File: src/gpubk_pkg.sv
// constants shared by the upper-bank gpio slice: offsets, fields, resets
// assumes a 16-bit register port with full 32-bit byte addresses
package gpubk_pkg;

	// ----------------------------------------------------------------
	// sizes
	// ----------------------------------------------------------------
	localparam int unsigned ADDR_W   = 32;
	localparam int unsigned DATA_W   = 16;
	localparam int unsigned BANK_W   = 8;
	localparam int unsigned NDET     = 16;
	localparam int unsigned PRIME_W  = 3;

	typedef logic [DATA_W-1:0] gpubk_word_t;
	typedef logic [BANK_W-1:0] gpubk_byte_t;
	typedef logic [ADDR_W-1:0] gpubk_addr_t;

	// ----------------------------------------------------------------
	// register offsets
	// ----------------------------------------------------------------
	localparam gpubk_addr_t OFF_EDGE_POL_HI = 32'h1500108c;
	localparam gpubk_addr_t OFF_UP_DATA     = 32'h150010c0;
	localparam gpubk_addr_t OFF_UP_DIR      = 32'h150010c2;
	localparam gpubk_addr_t OFF_UP_IRQ_EN   = 32'h150010c4;
	localparam gpubk_addr_t OFF_IRQ_PEND    = 32'h15001100;
	localparam gpubk_addr_t OFF_IRQ_MASK    = 32'h15001102;

	// ----------------------------------------------------------------
	// field positions
	// ----------------------------------------------------------------
	localparam int unsigned POL_LSB     = 0;
	localparam int unsigned BOTH_LSB    = 8;
	localparam int unsigned PIN_LSB     = 0;
	localparam int unsigned PEND_MID_LSB = 0;
	localparam int unsigned PEND_UP_LSB  = 8;

	// ----------------------------------------------------------------
	// reset values
	// ----------------------------------------------------------------
	localparam gpubk_word_t RST_EDGE_POL = 16'h0000;
	localparam gpubk_byte_t RST_DATA     = 8'h00;
	localparam gpubk_byte_t RST_DIR      = 8'h00;
	localparam gpubk_byte_t RST_IRQ_EN   = 8'h00;
	localparam gpubk_word_t RST_MASK     = 16'h0000;
	localparam gpubk_word_t RST_RDATA    = 16'h0000;
	localparam gpubk_byte_t RSVD_READ    = 8'h00;

endpackage : gpubk_pkg

File: src/gpubk_top.sv
// upper-bank gpio slice: edge polarity for pins 15:8, data, direction and
// interrupt enables for pins 23:16, pending flags, mask and irq output
// assumes a single-cycle register port on I_CLK_SYS; trigger types, the
// enables of pins 15:8 and the polarity of pins 23:16 come from outside
//
// Overview of operation
// - upper byte of polarity register enables both-edge detect, pins 15:8
// - low byte picks high/rising when 1, low/falling when 0, pins 15:8
// - both-edge enable only matters while edge trigger is selected
// - both-edge enable set makes the polarity bit irrelevant in edge mode
// - data bits 7:0 map to pins 23:16, 1 high, 0 low
// - direction 1 drives the pin from the data bit
// - data write on an input pin leaves the pin untouched
// - reading data of an input pin returns its sampled level
// - direction bit 1 output, 0 input; inputs after reset
// - bits 15:8 of data, direction, enable read zero, write zero
// - enable bits 7:0 allow detection on pins 23:16, clear at reset
// - trigger type 1 detects transitions, 0 detects the set level
// - enabled pin meeting its trigger sets its pending flag
// - write one clears pending in edge mode; level mode follows source
`timescale 1ns/1ns
module gpubk_top (
	input  wire logic                   I_CLK_SYS,
	input  wire logic                   I_RESET,
	input  wire logic [31:0]            I_ADDR,
	input  wire logic [15:0]            I_WDATA,
	input  wire logic                   I_WR,
	input  wire logic                   I_RD,
	output logic      [15:0]            O_RDATA,
	input  wire logic [7:0]             I_PIN_MID,
	input  wire logic [7:0]             I_PIN_UP,
	output logic      [7:0]             O_PIN_UP,
	output logic      [7:0]             O_PIN_UP_OE,
	input  wire logic [15:0]            I_TRIG_TYPE,
	input  wire logic [7:0]             I_MID_IRQ_EN,
	input  wire logic [15:0]            I_UP_EDGE_POL,
	output logic      [15:0]            O_IRQ_PEND,
	output logic                        O_IRQ
);

	// ----------------------------------------------------------------
	// address decode
	// ----------------------------------------------------------------
	function automatic logic addr_is(
		input gpubk_pkg::gpubk_addr_t a,
		input gpubk_pkg::gpubk_addr_t off
	);
		return a == off;
	endfunction : addr_is

	logic                    hit_pol;
	logic                    hit_data;
	logic                    hit_dir;
	logic                    hit_en;
	logic                    hit_pend;
	logic                    hit_mask;
	logic                    hit_any;

	assign hit_pol  = addr_is(I_ADDR, gpubk_pkg::OFF_EDGE_POL_HI);
	assign hit_data = addr_is(I_ADDR, gpubk_pkg::OFF_UP_DATA);
	assign hit_dir  = addr_is(I_ADDR, gpubk_pkg::OFF_UP_DIR);
	assign hit_en   = addr_is(I_ADDR, gpubk_pkg::OFF_UP_IRQ_EN);
	assign hit_pend = addr_is(I_ADDR, gpubk_pkg::OFF_IRQ_PEND);
	assign hit_mask = addr_is(I_ADDR, gpubk_pkg::OFF_IRQ_MASK);
	assign hit_any  = hit_pol | hit_data | hit_dir | hit_en | hit_pend | hit_mask;

	// ----------------------------------------------------------------
	// write strobes
	// ----------------------------------------------------------------
	logic                    wr_pol;
	logic                    wr_data;
	logic                    wr_dir;
	logic                    wr_en;
	logic                    wr_pend;
	logic                    wr_mask;

	assign wr_pol  = I_WR & hit_pol;
	assign wr_data = I_WR & hit_data;
	assign wr_dir  = I_WR & hit_dir;
	assign wr_en   = I_WR & hit_en;
	assign wr_pend = I_WR & hit_pend;
	assign wr_mask = I_WR & hit_mask;

	// ----------------------------------------------------------------
	// register state
	// ----------------------------------------------------------------
	gpubk_pkg::gpubk_word_t  edge_pol_q;
	gpubk_pkg::gpubk_word_t  edge_pol_d;
	gpubk_pkg::gpubk_byte_t  data_q;
	gpubk_pkg::gpubk_byte_t  data_d;
	gpubk_pkg::gpubk_byte_t  dir_q;
	gpubk_pkg::gpubk_byte_t  dir_d;
	gpubk_pkg::gpubk_byte_t  irq_en_q;
	gpubk_pkg::gpubk_byte_t  irq_en_d;
	gpubk_pkg::gpubk_word_t  mask_q;
	gpubk_pkg::gpubk_word_t  mask_d;
	gpubk_pkg::gpubk_word_t  rdata_q;
	gpubk_pkg::gpubk_word_t  rdata_d;
	logic                    irq_q;
	logic                    irq_d;
	gpubk_pkg::gpubk_byte_t  wr_low;

	// the reserved upper byte of the upper-bank registers is never stored
	assign wr_low = I_WDATA[gpubk_pkg::BANK_W-1:0];

	assign edge_pol_d = wr_pol ? I_WDATA : edge_pol_q;

	// a data write only lands on bits whose pin is an output, so turning
	// a pin round later drives the last value written while it drove
	assign data_d = wr_data ? ((wr_low & dir_q) | (data_q & ~dir_q)) : data_q;

	assign dir_d    = wr_dir ? wr_low : dir_q;
	assign irq_en_d = wr_en ? wr_low : irq_en_q;
	assign mask_d   = wr_mask ? I_WDATA : mask_q;

	always_ff @(posedge I_CLK_SYS) begin
		if (I_RESET) begin
			edge_pol_q <= gpubk_pkg::RST_EDGE_POL;
			data_q     <= gpubk_pkg::RST_DATA;
			dir_q      <= gpubk_pkg::RST_DIR;
			irq_en_q   <= gpubk_pkg::RST_IRQ_EN;
			mask_q     <= gpubk_pkg::RST_MASK;
		end else begin
			edge_pol_q <= edge_pol_d;
			data_q     <= data_d;
			dir_q      <= dir_d;
			irq_en_q   <= irq_en_d;
			mask_q     <= mask_d;
		end
	end

	// ----------------------------------------------------------------
	// detector inputs, lane 7:0 pins 15:8, lane 15:8 pins 23:16
	// ----------------------------------------------------------------
	gpubk_pkg::gpubk_word_t  det_pin;
	gpubk_pkg::gpubk_word_t  det_both;
	gpubk_pkg::gpubk_word_t  det_pol;
	gpubk_pkg::gpubk_word_t  det_en;
	gpubk_pkg::gpubk_word_t  det_clr;
	gpubk_pkg::gpubk_word_t  det_level;
	gpubk_pkg::gpubk_word_t  det_pend;

	assign det_pin  = {I_PIN_UP, I_PIN_MID};
	assign det_both = {I_UP_EDGE_POL[gpubk_pkg::BOTH_LSB +: gpubk_pkg::BANK_W],
	                   edge_pol_q[gpubk_pkg::BOTH_LSB +: gpubk_pkg::BANK_W]};
	assign det_pol  = {I_UP_EDGE_POL[gpubk_pkg::POL_LSB +: gpubk_pkg::BANK_W],
	                   edge_pol_q[gpubk_pkg::POL_LSB +: gpubk_pkg::BANK_W]};
	assign det_en   = {irq_en_q, I_MID_IRQ_EN};

	// clear acts in the write cycle only; writing zero afterwards is the
	// documented cancel and needs no hardware of its own
	assign det_clr  = wr_pend ? I_WDATA : '0;

	// ----------------------------------------------------------------
	// per-pin detectors
	// ----------------------------------------------------------------
	genvar g;
	generate
		for (g = 0; g < gpubk_pkg::NDET; g++) begin : g_det
			gpubk_det u_det (
				.i_clk       (I_CLK_SYS),
				.i_reset     (I_RESET),
				.i_pin       (det_pin[g]),
				.i_edge_mode (I_TRIG_TYPE[g]),
				.i_both_en   (det_both[g]),
				.i_pol       (det_pol[g]),
				.i_en        (det_en[g]),
				.i_clr       (det_clr[g]),
				.o_level     (det_level[g]),
				.o_pend      (det_pend[g])
			);
		end
	endgenerate

	// ----------------------------------------------------------------
	// pin drive
	// ----------------------------------------------------------------
	// both come straight from flops so the pins never glitch on decode
	assign O_PIN_UP    = data_q;
	assign O_PIN_UP_OE = dir_q;

	// ----------------------------------------------------------------
	// read path
	// ----------------------------------------------------------------
	gpubk_pkg::gpubk_byte_t  up_sampled;
	gpubk_pkg::gpubk_byte_t  data_view;
	gpubk_pkg::gpubk_word_t  rd_pol;
	gpubk_pkg::gpubk_word_t  rd_data;
	gpubk_pkg::gpubk_word_t  rd_dir;
	gpubk_pkg::gpubk_word_t  rd_en;
	gpubk_pkg::gpubk_word_t  rd_mux;

	assign up_sampled = det_level[gpubk_pkg::PEND_UP_LSB +: gpubk_pkg::BANK_W];
	assign data_view  = (data_q & dir_q) | (up_sampled & ~dir_q);

	assign rd_pol  = edge_pol_q;
	assign rd_data = {gpubk_pkg::RSVD_READ, data_view};
	assign rd_dir  = {gpubk_pkg::RSVD_READ, dir_q};
	assign rd_en   = {gpubk_pkg::RSVD_READ, irq_en_q};

	assign rd_mux = hit_pol  ? rd_pol :
	                hit_data ? rd_data :
	                hit_dir  ? rd_dir :
	                hit_en   ? rd_en :
	                hit_pend ? det_pend :
	                hit_mask ? mask_q :
	                gpubk_pkg::RST_RDATA;

	// data stand for one cycle after the strobe and read zero otherwise
	assign rdata_d = (I_RD & hit_any) ? rd_mux : gpubk_pkg::RST_RDATA;

	// ----------------------------------------------------------------
	// interrupt output
	// ----------------------------------------------------------------
	// registered to keep the line glitch-free; costs one cycle of latency
	assign irq_d = |(det_pend & mask_q);

	always_ff @(posedge I_CLK_SYS) begin
		if (I_RESET) begin
			rdata_q <= gpubk_pkg::RST_RDATA;
			irq_q   <= 1'b0;
		end else begin
			rdata_q <= rdata_d;
			irq_q   <= irq_d;
		end
	end

	assign O_RDATA    = rdata_q;
	assign O_IRQ_PEND = det_pend;
	assign O_IRQ      = irq_q;

endmodule : gpubk_top

File: src/gpubk_det.sv
// one pin's interrupt detector: synchroniser, edge and level test, pending flag
// assumes the pin is asynchronous to i_clk and all controls are on i_clk
`timescale 1ns/1ns
module gpubk_det (
	input  wire logic i_clk,
	input  wire logic i_reset,
	input  wire logic i_pin,
	input  wire logic i_edge_mode,
	input  wire logic i_both_en,
	input  wire logic i_pol,
	input  wire logic i_en,
	input  wire logic i_clr,
	output logic      o_level,
	output logic      o_pend
);

	// ----------------------------------------------------------------
	// synchroniser and history
	// ----------------------------------------------------------------
	logic                              sync1_q;
	logic                              sync2_q;
	logic                              prev_q;
	logic [gpubk_pkg::PRIME_W-1:0]     prime_q;
	logic                              pend_q;
	logic                              pend_d;
	logic                              rise;
	logic                              fall;
	logic                              edge_hit;
	logic                              level_hit;

	always_ff @(posedge i_clk) begin
		if (i_reset) begin
			sync1_q <= 1'b0;
			sync2_q <= 1'b0;
			prev_q  <= 1'b0;
			prime_q <= '0;
			pend_q  <= 1'b0;
		end else begin
			sync1_q <= i_pin;
			sync2_q <= sync1_q;
			prev_q  <= sync2_q;
			prime_q <= {prime_q[gpubk_pkg::PRIME_W-2:0], 1'b1};
			pend_q  <= pend_d;
		end
	end

	// ----------------------------------------------------------------
	// trigger evaluation
	// ----------------------------------------------------------------
	// edges are suppressed until history holds real samples, so a pin
	// that sits high through reset does not fake a rising edge
	assign rise      = prime_q[gpubk_pkg::PRIME_W-1] & sync2_q & ~prev_q;
	assign fall      = prime_q[gpubk_pkg::PRIME_W-1] & ~sync2_q & prev_q;
	assign edge_hit  = i_both_en ? (rise | fall) : (i_pol ? rise : fall);
	assign level_hit = prime_q[1] & (sync2_q == i_pol);

	// level mode follows the source; edge mode is sticky, set beats clear
	assign pend_d = i_edge_mode ?
		((i_en & edge_hit) | (pend_q & ~i_clr)) :
		(i_en & level_hit);

	assign o_level = sync2_q;
	assign o_pend  = pend_q;

endmodule : gpubk_det

File: config.mk
export PLATFORM = sky130hd
export DESIGN_NAME = gpubk_top
export DESIGN_NICKNAME = d
export VERILOG_FILES = /design/src/gpubk_pkg.sv /design/src/gpubk_top.sv /design/src/gpubk_det.sv
export SDC_FILE = /design/constraint.sdc
export NUM_CORES = 1
export LEC_CHECK = 0
export BUFFER_PORTS_ARGS = -buffer_cell sky130_fd_sc_hd__buf_2
export CAP_MARGIN = 20
export CORE_ASPECT_RATIO = 0.7
export CORE_UTILIZATION = 40
export DETAILED_ROUTE_END_ITERATION = 6
export PLACE_DENSITY_LB_ADDON = 0.25
export SLEW_MARGIN = 5
export SYNTH_ARGS = -nofsm -noshare
export SYNTH_HDL_FRONTEND = slang
export SYNTH_HIERARCHICAL = 1
export SYNTH_SLANG_ARGS = --single-unit
File: constraint.sdc
create_clock -name I_CLK_SYS -period 2.4 [get_ports I_CLK_SYS]
set_clock_uncertainty 0.1 [all_clocks]
set_input_delay 0.36 -clock I_CLK_SYS [delete_from_list [all_inputs] [get_ports I_CLK_SYS]]
set_output_delay 0.36 -clock I_CLK_SYS [all_outputs]
set_load 0.01 [all_outputs]
==> Word level (Yosys, flattened, before mapping) <==
Cells that the tools add are included.
{ "totals": {"elab_cells": 427, "ff_bits": 185, "in_bits": 108, "out_inout_bits": 49} }
{ "op_classes": {"n_reduce_logical": 2, "muxes": 71, "bitwise_logic": 229, "eq_ne": 22} }
{ "op_table": {"columns": ["cell", "n"], "rows": [
  ["== test 32 x 29 -> 1 bit, second input constant", 6],
  ["bitwise AND 1 bit", 135],
  ["two-way mux 16 bit", 7],
  ["two-way mux 1 bit", 64],
  ["inverter 1 bit", 49],
  ["bitwise OR 1 bit", 37],
  ["bitwise AND 8 bit", 4],
  ["bitwise AND 16 bit", 1],
  ["== test 1 bit", 16],
  ["bitwise OR 8 bit", 2],
  ["OR reduction 16 bit", 1],
  ["inverter 8 bit", 1],
  ["OR reduction 2 bit", 1]
]} }

==> Depth between registers and ports, before layout <==
Gate-level depths: netlist of run 1.
{ "logic_depth": {"depth_word": 9, "depth_mapped": 9, "ltp_nobuf": 7} }

==> Modules after synthesis <==
Netlist of run 1, hierarchy kept.
{ "modules_own_cells": {"columns": ["module", "area_per_inst_um2", "seq_area_each_um2", "cells_per_inst", "n_inst"], "rows": [
  ["gpubk_top", 4026.4, 1461.4, 445, 1],
  ["gpubk_det", 245.2, 140.1, 21, 16]
]} }

==> Least setup slack after synthesis of run 1 <==
Ideal clock, no wire load.
{ "synth_timing": {"path_kind": "input -> register", "start": "in I_ADDR[5]", "end": "reg g_det[13].u_det.pend_q", "path_slack_ns": 0.202, "stages": 9, "arrival_ns": 1.969, "path_cell_list": "or4b_1 buf_4 nor2_8 and4_4 buf_6 and2_1 nor2b_1 o31ai_2 a221oi_2"} }
{ "synth_between": {"elab_chain_cells": 7} }
{ "synth_lines": {"columns": ["element", "line_no", "text"], "rows": [
  ["start: declaration", "gpubk_top.sv:25", "input wire logic [31:0] I_ADDR,"],
  ["== test 32 x 29 -> 1 bit", "gpubk_top.sv:48", "return a == off;"],
  ["bitwise AND 1 bit", "gpubk_top.sv:81", "assign wr_pend = I_WR & hit_pend;"],
  ["two-way mux 16 bit", "gpubk_top.sv:152", "assign det_clr = wr_pend ? I_WDATA : '0;"],
  ["named net det_clr[13]", "gpubk_top.sv:139", "gpubk_pkg::gpubk_word_t det_clr;"],
  ["inverter 1 bit", "gpubk_det.sv:59", "((i_en & edge_hit) | (pend_q & ~i_clr)) :"],
  ["bitwise AND 1 bit", "gpubk_det.sv:59", null],
  ["bitwise OR 1 bit", "gpubk_det.sv:59", null],
  ["two-way mux 1 bit", "gpubk_det.sv:58", "assign pend_d = i_edge_mode ?"],
  ["end signal: assignment", "gpubk_det.sv:43", "pend_q <= pend_d;"],
  ["end: declaration", "gpubk_det.sv:24", "logic pend_q;"]
]} }
The timed path passes the listed nets, and every way through them passes these cells.
A chain may end at the register's enable or synchronous reset.

==> Worst setup path after layout of run 1 <==
{ "layout_timing": {"start": "in I_ADDR[5]", "end": "reg g_det[12].u_det.pend_q"} }
{ "layout_between": {"elab_chain_cells": 7} }
{ "layout_lines": {"columns": ["element", "line_no"], "rows": [
  ["== test 32 x 29 -> 1 bit", "gpubk_top.sv:48"],
  ["bitwise AND 1 bit", "gpubk_top.sv:81"],
  ["two-way mux 16 bit", "gpubk_top.sv:152"],
  ["named net det_clr[12]", "gpubk_top.sv:139"],
  ["inverter 1 bit", "gpubk_det.sv:59"],
  ["bitwise AND 1 bit", "gpubk_det.sv:59"],
  ["bitwise OR 1 bit", "gpubk_det.sv:59"],
  ["two-way mux 1 bit", "gpubk_det.sv:58"],
  ["end signal: assignment", "gpubk_det.sv:43"],
  ["end: declaration", "gpubk_det.sv:24"]
]} }
The timed path passes the listed nets, and every way through them passes these cells.

==> reports/metrics.cfg, run 1 <==
[status]
outcome=finished clean

[placed_design]
post-place-ws_ns=-0.0497
dp_cells=1203
dpl.hpwl_um=16200
port_buffers=156
place_congestion=0.880

[floorplanning]
core-area_sq_um=19200
rows=42
die_area_sq_um=20500
start_util_pct=41.4
die_w_um=171
ios=157
die_h_um=120

[cts]
cts_hold_buffers=0
cts.clk_slew.worst_paths_ns=0.07
ctsResizeCount=0
htree_levels=4
cts_setup_buffers=0
cts.path.max_buffers=2
clk_latency_ns=0.44
cts_inserted_buffers=17
clock_sinks=185
cts_tree=built
root_buffer=clkbuf_16

[synthesis]
synth_edf_count=0
yosysWarnings=6
synth_area_leaders=dfxtp_1, mux2i_1, nor2b_1, nand2b_1, a221oi_2
seq_area_frac_synth_pct=46.6
syn_avg_cell_area_sq_um=10.2
ys_async_sr_fraction_pct=0
yosysMostFrequentCell=dfxtp_1
synth_top_area_cell=dfxtp_1
synth_nets=889
syn_inst=781
synth.top_cell.area_share_pct=46.6
yosys_most_used_dff=dfxtp_1
synth_commonest_cells=dfxtp_1, nor2b_1, mux2i_1
syn_area_sq_um=7950
synth_seq_cells=185
yosysUniqueCellTypes=54

[detailed_routing]
vias=6361
dr.pass1.iters=5
routed_wl_um=22100
first_iter_violations=543
detail_route.vias_per_cell=5.15
post_drt_wl_per_cell_um=17.8
drc_errors=0
final_antenna_net_count=0

[timing]
slew_headroom_pct=64.6
worst_slack_ns=0.372
slew_violations=0
finalCriticalPeriod_ns=2.03
fin_crit_sh_pct=84.5
tns_ns=0
timing.fmax_mhz=493
tightest_slew_ns=0.523
rsz0062_at_grt=false
setup_violations=0
hold_viol=0

[worst_setup_path]
crit_fanout=16
worstSetupEndpointType=flop
path_buf_inv=1
crit_type=in -> reg
cpPeakStageDelay_ns=0.66
crit_arrival_ns=2.24
worstPathRequired_ns=2.61
path_cells=buf_2 -> or4b_1 -> nor2_8 -> and4_4 -> and2_1 -> nor2b_1 -> o31ai_2 -> a221oi_2
worstSetupStartpointType=primary input
crit_family=simple AND/OR/NAND/NOR gates
slowest_stage=or4b_1
reg2reg_slack_ns=0.86

[job]
cap_viol_max_count=0

[global_routing]
grt_start_max_net_pins=87
grt_pass1_wl_um=33700
track_usage_pct=22.1
overflow=0
grt_pass1_vias=5934
grt_antenna_before_repair=1

[power]
powerDensity_nw_per_um2=667
leakagePower_nw=4.09
vdd_drop_max_uv=466
power_w=0.00656

[finish]
syn2layout_area_growth_pct=23.6
drive_gt1_share_pct=28.6
fin_nets=1066
instances_no_fill=1236

[hold_path]
hold_path.class=in -> reg

[final cells by class]
class,count,area (sq um)
Multi-Input combinational cell,531,3960
Timing Repair Buffer,199,1130
Inverter,24,90.1
Clock buffer,20,447
Fill cell,1794,9350
Clock inverter,12,164
Tap cell,264,330
Sequential cell,185,3700
Antenna cell,1,2.50
[cell usage in the layout (no fill, tap or decap), types with 3 or more instances in the layout]
cell       instances
buf_4             41
a221oi_2          16
o31ai_2           16
o31ai_1           16
mux2i_1           64
o32ai_1            7
nand4_1           28
a211oi_1           5
buf_2            155
clkinv_4           3
nand2_1           22
clkbuf_16         17
nor4_2             3
xor2_1            16
inv_6              4
inv_1             24
a21oi_1           23
nor2_1            18
a221oi_1           3
nor2b_1           97
bufinv_16          3
nor4_1            13
nand2b_1          48
o21ai_0           24
a22o_1            11
dfxtp_1          185
xnor2_1           16
nand3_1           21
and3_1             5
and2_1            17
a22oi_1           10
[path summary, 6_finish.rpt]
kind / cells after the start / startpoint / end
setup / recovery: 8 / I_ADDR[5] / g_det[12].u_det/o_pend
setup reg to reg: 5 / g_det[10].u_det/o_level / O_RDATA[2]
hold reg to reg: 1 / g_det[10].u_det/prime_q[0] / g_det[10].u_det/prime_q[1]
hold / removal: 2 / I_PIN_MID[4] / g_det[4].u_det/sync1_q
[per-stage QoR]
stage	instance area, sq um	util (%)	hold WS, ns
6_report	9830	51.2	0.0284
2_1_floorplan	7950	-	0.314
3_3_place_gp	9210	48.0	0.315
5_1_grt	9820	51.2	0.0165
4_1_cts	9820	51.2	0.0137
3_5_place_dp	9210	48.0	0.320
[per-layer routing]
layer / vias up / track usage (%) / part of all wire, %
met3: 22 / 7.95 / 9.5
met4: 0 / 7.15 / 1.1
li1: 3141 / - / -
met1: 2962 / 31.7 / 49
met2: 236 / 30.2 / 40
met5: - / 0 / 0
[cell families after synthesis]
| kind of cell | Yosys count | synth area share [%] |
|---|---|---|
| xor+xnor | 32 | 3.53 |
| mux | 64 | 8.06 |
| compound gates | 138 | 14.5 |
| flops | 185 | 46.6 |
| buf+inv | 65 | 3.67 |
| simple gates | 297 | 23.6 |
[registers in the layout, summed over array words and instances, names as in the netlist, 8 cells and up, named ones only]
signal,flops
g_det.u_det/o_pend,16
g_det.u_det/sync1_q,16
g_det.u_det/o_level,16
O_PIN_UP_OE,8
mask_q,16
irq_en_q,8
edge_pol_q,16
g_det.u_det/prime_q,48
g_det.u_det/prev_q,16
O_RDATA,16
[where the power goes]
part           total, W  internal [W]  switching, W
Combinational  0.000452      0.000209      0.000243
Clock           0.00292       0.00168       0.00124
Sequential      0.00318       0.00315     0.0000379
[worst register-to-register path, delay by kind of cell, from the launching register on]
kind	cells	cell delay, ns
compound gates	3	0.77
flops	1	0.40
buf+inv	2	0.22
(Power assumes the default switching activity.)
==> run 2: changes to the inputs <==
ABC_AREA = 1   (was unset)
clock period = 1.9 ns   (was 2.4 ns; I/O delays follow)
==> run 2 against run 1 <==
Compared with the run above: clock-buffer cell count shrank 2; total power grew 21%; largest power group unchanged; critical path depth shrank 7; sequential share of layout area shrank 0.46 points; synthesized cell count grew 41%; wire length shrank 10%; first-iteration DRC count shrank 18%; worst hold slack lost 0.019 ns; critical path type is now reg -> out; non-clock buffer count grew 6; die area is essentially flat; global-route usage shrank 1.8 points.
==> reports/metrics.cfg, run 2 <==
[finish]
fin_nets=1410  ; was 1,066
post-route-util_pct=51.9  ; was 51.2%
num-fill-cells=1905  ; was 1,794
seqCellArea_sq_um=3700  ; unchanged
drive_gt1_share_pct=23.4  ; was 28.6%
largest_register=g_det.u_det/prime_q  ; unchanged
largest_reg_flops=48  ; unchanged
final_cell_mix=nand2_1, inv_1, dfxtp_1, buf_2, nor2_1  ; was dfxtp_1, buf_2, nor2b_1, mux2i_1, nand2b_1
syn2layout_area_growth_pct=25.2  ; was 23.6%
antenna_cells=0  ; was 1
final_common_cell=nand2_1  ; was dfxtp_1
multi_input_area_sq_um=3250  ; was 3960 sq um

[worst_setup_path]
crit_end=O_IRQ_PEND[0]  ; was g_det[12].u_det/o_pend
reg2reg_slack_ns=0.58  ; was 0.86 ns
path_buf_inv=1  ; unchanged
worstSetupEndpointType=output port  ; was flop
crit_arrival_ns=1.08  ; was 2.24 ns
slowest_stage=dfxtp_1  ; was or4b_1
cpPeakStageDelay_ns=0.46  ; was 0.66 ns
path_cells=buf_2  ; was buf_2 -> or4b_1 -> nor2_8 -> and4_4 -> and2_1 -> nor2b_1 -> o31ai_2 -> a221oi_2
r2r-start=g_det[0].u_det/o_pend  ; was g_det[10].u_det/o_level
crit_family=flip-flops  ; was simple AND/OR/NAND/NOR gates
r2r_cells=4  ; was 5
crit_fanout=4  ; was 16
crit_type=reg -> out  ; was in -> reg
crit_start=g_det[0].u_det/o_pend  ; was I_ADDR[5]
cp.depth=1  ; was 8
worstSetupStartpointType=flop  ; was primary input
r2r-end=O_IRQ  ; was O_RDATA[2]
worstPathRequired_ns=1.51  ; was 2.61 ns

[synthesis]
synth_top_area_cell=dfxtp_1  ; unchanged
yosysUniqueCellTypes=32  ; was 54
synth_seq_cells=185  ; unchanged
synth.top_cell.area_share_pct=46.6  ; about the same
syn_area_sq_um=7940  ; was 7950 sq um
yosysMostFrequentCell=nand2_1  ; was dfxtp_1
synth_area_leaders=dfxtp_1, nand2_1, inv_1, nor2_1, a21oi_2  ; was dfxtp_1, mux2i_1, nor2b_1, nand2b_1, a221oi_2
ys_async_sr_fraction_pct=0  ; unchanged
synth_edf_count=0  ; unchanged
yosys_most_used_dff=dfxtp_1  ; unchanged
seq_area_frac_synth_pct=46.6  ; about the same
syn_inst=1098  ; was 781
synth_nets=1206  ; was 889
syn_avg_cell_area_sq_um=7.23  ; was 10.2 sq um
yosysWarnings=6  ; unchanged
synth_commonest_cells=nand2_1, inv_1, dfxtp_1  ; was dfxtp_1, nor2b_1, mux2i_1

[status]
outcome=finished clean  ; unchanged

[detailed_routing]
post_drt_wl_per_cell_um=12.6  ; was 17.8 um
first_iter_violations=444  ; was 543
vias=7120  ; was 6,361
drc_errors=0  ; unchanged
dr.pass1.iters=4  ; was 5
detail_route.vias_per_cell=4.51  ; was 5.15
final_antenna_net_count=0  ; unchanged
routed_wl_um=19800  ; was 22,100 um

[cts]
cts_tree=built  ; unchanged
clock_sinks=185  ; unchanged
ctsResizeCount=0  ; unchanged
cts.clk_slew.worst_paths_ns=0.07  ; about the same
root_buffer=clkbuf_16  ; unchanged
cts.path.max_buffers=2  ; unchanged
cts_inserted_buffers=17  ; unchanged
cts_setup_buffers=0  ; unchanged
htree_levels=4  ; unchanged
cts_hold_buffers=18  ; was 0
clk_latency_ns=0.44  ; about the same

[placed_design]
port_buffers=156  ; unchanged
place_congestion=0.881  ; was 0.880
dpl.hpwl_um=14900  ; was 16,200 um
post-place-ws_ns=0.0332  ; was -0.0497 ns

[power]
powerDensity_nw_per_um2=795  ; was 667 nW/um^2
vdd_drop_max_uv=515  ; was 466 uV
leakagePower_nw=4.83  ; was 4.09 nW

[global_routing]
grt_pass1_vias=6389  ; was 5,934
grt_pass1_wl_um=32000  ; was 33,700 um
grt_antenna_before_repair=0  ; was 1
track_usage_pct=20.3  ; was 22.1%
overflow=0  ; unchanged
grt_start_max_net_pins=72  ; was 87

[timing]
slew_headroom_pct=71.5  ; was 64.6%
whs_ns=0.00906  ; was 0.0284 ns
hold_viol=0  ; unchanged
fin_crit_sh_pct=77.2
slew_violations=0  ; unchanged
finalCriticalPeriod_ns=1.47
worst_slack_ns=0.433  ; was 0.372 ns
rsz0062_at_grt=false  ; unchanged
timing.fmax_mhz=682
tns_ns=0  ; unchanged
setup_violations=0  ; unchanged
tightest_slew_ns=0.424  ; was 0.523 ns

[job]
cap_viol_max_count=0  ; unchanged

[floorplanning]
die_area_sq_um=20400  ; was 20,500 sq um
rows=42  ; unchanged
core-area_sq_um=19200  ; unchanged
die_h_um=120  ; about the same
ios=157  ; unchanged
die_w_um=170  ; was 171 um
start_util_pct=41.4  ; about the same

[hold_path]
hp-start=I_WDATA[1]  ; was I_PIN_MID[4]
hold_path.class=in -> reg  ; unchanged
hold_depth=3  ; was 2

run 2: layout make-up:
cell class	instances	area share [%]
clock buffers	18	4.31
clock inverters	13	1.23
inverters	226	8.57
multi-input cells	667	32.7
flip-flops and latches	185	37.2
well taps	264	3.32
repair buffers	205	12.7
run 2: stage by stage:
stage | area (sq um) | total power [W] | cells
6_report | 9950 | 0.00791 | 1578
5_1_grt | 9950 | 0.00823 | 1578
4_1_cts | 9950 | 0.00799 | 1578
3_5_place_dp | 9220 | 0.00459 | 1529
3_3_place_gp | 9220 | 0.00459 | 1529
2_1_floorplan | 7940 | 0.00433 | 1098
run 2: metal layers:
metal | GRT usage, % | wire length, um | vias to the layer above
li1 | - | - | 3777
met1 | 27.8 | 9890 | 3136
met2 | 31.4 | 8370 | 187
met3 | 4.78 | 1290 | 20
met4 | 6.31 | 261 | 0
met5 | 0 | 0 | -
run 2: how the worst min path moves through the flow:
stage | slack (ns) | end
5_1_grt | 0.02 | flop
3_3_place_gp | 0.29 | g_det[8].u_det/prime_q[1]
2_1_floorplan | 0.24 | g_det[0].u_det/prime_q[0]
3_5_place_dp | 0.29 | g_det[4].u_det/prime_q[1]
4_1_cts | 0.005 | flop
6_report | 0.009 | flop
run 2: power by group:
| part | switching (W) | internal (W) | total, W |
|---|---|---|---|
| clock | 0.00157 | 0.00181 | 0.00338 |
| sequential | 0.0000509 | 0.00398 | 0.00403 |
| combinational | 0.000287 | 0.000216 | 0.000503 |
run 2: cells by family after synthesis:
family / count (synthesis) / share of synthesized area [%]
and+or+nand+nor: 508 / 28.3
AOI/OAI and AO/OA: 159 / 12.6
DFF: 185 / 46.6
buffers and inverters: 246 / 12.4
==> run 3: changes to the inputs <==
clock period = 1.3 ns   (was 1.9 ns; I/O delays follow)
==> run 3 against run 2 <==
Compared with the run above: the flow now finishes with violations (negative setup slack); worst hold slack better by 0.0030 ns; sequential power rose by 46%; first-iteration DRC count increased by 27%; largest cell class is now multi-input gates; critical path depth increased by 10; sequential share of layout area is 6.3 points lower; via count grew 11%; critical path type is now in -> reg.
==> reports/metrics.cfg, run 3 (synthesis gave the netlist of run 2 again) <==
[status]
outcome=complete, but fails checks  ; was finished clean
violations=negative setup slack

[placed_design]
dpl.hpwl_um=16900  ; was 14,900 um
port_buffers=156  ; unchanged
place_congestion=0.862  ; was 0.881

[worst_setup_path]
crit_type=in -> reg  ; was reg -> out
worstSetupEndpointType=flop  ; was output port
path_cells=buf_6 -> nor2_4 -> nand4_1 -> nor2_4 -> buf_12 -> nand2_8 -> clkinv_8 -> nand2_8 -> nor2_1 -> nand3b_1 -> a21oi_2  ; was buf_2
crit_arrival_ns=1.59  ; was 1.08 ns
worstSetupStartpointType=primary input  ; was flop
cpPeakStageDelay_ns=0.28  ; was 0.46 ns
crit_fanout=8  ; was 4
slowest_stage=nor2_4  ; was dfxtp_1
worstPathRequired_ns=1.51  ; about the same

[floorplanning]
start_util_pct=41.4  ; unchanged
rows=42  ; unchanged
core-area_sq_um=19200  ; unchanged
die_area_sq_um=20400  ; unchanged
ios=157  ; unchanged
die_h_um=120  ; unchanged
die_w_um=170  ; unchanged

[cts]
htree_levels=4  ; unchanged
cts_inserted_buffers=17  ; unchanged
root_buffer=clkbuf_16  ; unchanged
clock_sinks=185  ; unchanged
clk_latency_ns=0.43  ; was 0.44 ns
cts.path.max_buffers=2  ; unchanged
cts_tree=built  ; unchanged
cts.clk_slew.worst_paths_ns=0.07  ; about the same

[timing]
setup_violations=45  ; was 0
timing.fmax_mhz=722
worst_slack_ns=-0.0841  ; was 0.433 ns
whs_ns=0.0120  ; was 0.00906 ns
finalCriticalPeriod_ns=1.38
rsz0062_at_grt=true  ; was false
slew_headroom_pct=77.5  ; was 71.5%
tightest_slew_ns=0.338  ; was 0.424 ns
fin_crit_sh_pct=106
hold_viol=0  ; unchanged
slew_violations=0  ; unchanged

[global_routing]
grt_start_max_net_pins=58  ; was 72
overflow=0  ; unchanged
track_usage_pct=24.0  ; was 20.3%
grt_antenna_before_repair=0  ; unchanged
grt_pass1_wl_um=37200  ; was 32,000 um
grt_pass1_vias=7175  ; was 6,389

[power]
vdd_drop_max_uv=776  ; was 515 uV
power_w=0.0123  ; was 0.00791 W
leakagePower_nw=5.58  ; was 4.83 nW
powerDensity_nw_per_um2=1020  ; was 795 nW/um^2

[finish]
fin_nets=1504  ; was 1,410
largest_reg_flops=48  ; unchanged
antenna_cells=0  ; unchanged
largest_register=g_det.u_det/prime_q  ; unchanged
drive_gt1_share_pct=38.8  ; was 23.4%
final_cell_mix=nand2_1, inv_1, dfxtp_1, buf_2, nor2_1  ; unchanged
final_common_cell=nand2_1  ; unchanged
num-fill-cells=1665  ; was 1,905
syn2layout_area_growth_pct=51.6  ; was 25.2%

[detailed_routing]
vias=7918  ; was 7,120
first_iter_violations=566  ; was 444
drc_errors=0  ; unchanged
dr.pass1.iters=5  ; was 4
routed_wl_um=24700  ; was 19,800 um
detail_route.vias_per_cell=4.73  ; was 4.51
post_drt_wl_per_cell_um=14.8  ; was 12.6 um
final_antenna_net_count=0  ; unchanged

[job]
cap_viol_max_count=0  ; unchanged

[hold_path]
hold_path.class=in -> reg  ; unchanged

## run 3: cell types whose count changed in the layout (fill, tap and decap cells not counted), moves of 24 or more
cell | previous run | this run
buf_6 | 0 | 50
nor2_1 | 153 | 117
buf_2 | 155 | 124
nand2_1 | 231 | 201
buf_4 | 27 | 56
dlygate4sd3_1 | 18 | 47
nor2_4 | 6 | 30
o21ai_2 | 1 | 25
## run 3: final timing paths
path	slack, ns	from	end	depth (start not counted)
setup / recovery	-0.08	I_ADDR[22]	g_det[15].u_det/o_pend	11
hold reg to reg	0.30	g_det[6].u_det/sync1_q	g_det[6].u_det/o_level	2
setup reg to reg	-0.02	g_det[7].u_det/o_pend	O_IRQ	6
hold / removal	0.01	I_WDATA[10]	mask_q[10]	3
## run 3: power by group
part	switching, W	internal [W]	total, W
clock	0.00231	0.00301	0.00532
combinational	0.000566	0.000503	0.00107
sequential	0.0000728	0.00581	0.00588
## run 3: timing repair
action                                 in CTS  in global routing
endpoints found under the hold margin      51                  0
pin swaps                                  14                 59
buffers inserted                           19                  7
hold buffers                               47                  0
gates cloned                                4                  2
resized for setup                          65                176
setup endpoints to repair                  71                 98
## run 3: metrics by stage
step / setup TNS [ns] / cell area [sq um] / instances / worst slack, ns / util, %
after CTS: -0.266 / 11400 / 1667 / -0.0644 / 59.5
after detailed placement: -39.13 / 9890 / 1573 / -0.520 / 51.6
final: -1.46 / 12000 / 1673 / -0.0841 / 62.8
after global routing: -3.93 / 12000 / 1673 / -0.120 / 62.8
after global placement: -35.48 / 9890 / 1573 / -0.476 / 51.6
after floorplan: -9.52 / 8230 / 1098 / -0.259 / -
## run 3: metal layers
metal  part of all wire, %  up-vias  global-route usage (%)
li1                      -     3988                       -
met1                    48     3613                    34.9
met2                    42      298                    34.3
met3                   8.8       19                    6.53
met4                  0.91        0                    6.53
met5                     0        -                       0
## run 3: area by class of cell
type	instances	area [sq um]	area share, %
Inverter	226	888	7.38
Multi-Input combinational cell	669	4010	33.3
Clock inverter	12	138	1.14
Clock buffer	20	467	3.87
Sequential cell	185	3730	31.0
Tap cell	264	330	2.74
Timing Repair Buffer	297	2480	20.6
## run 3: critical path, delay by kind of cell
family	cells	cell delay, ns
AO/OA/AOI/OAI	1	0.06
buffers and inverters	3	0.35
AND/OR/NAND/NOR	7	0.97
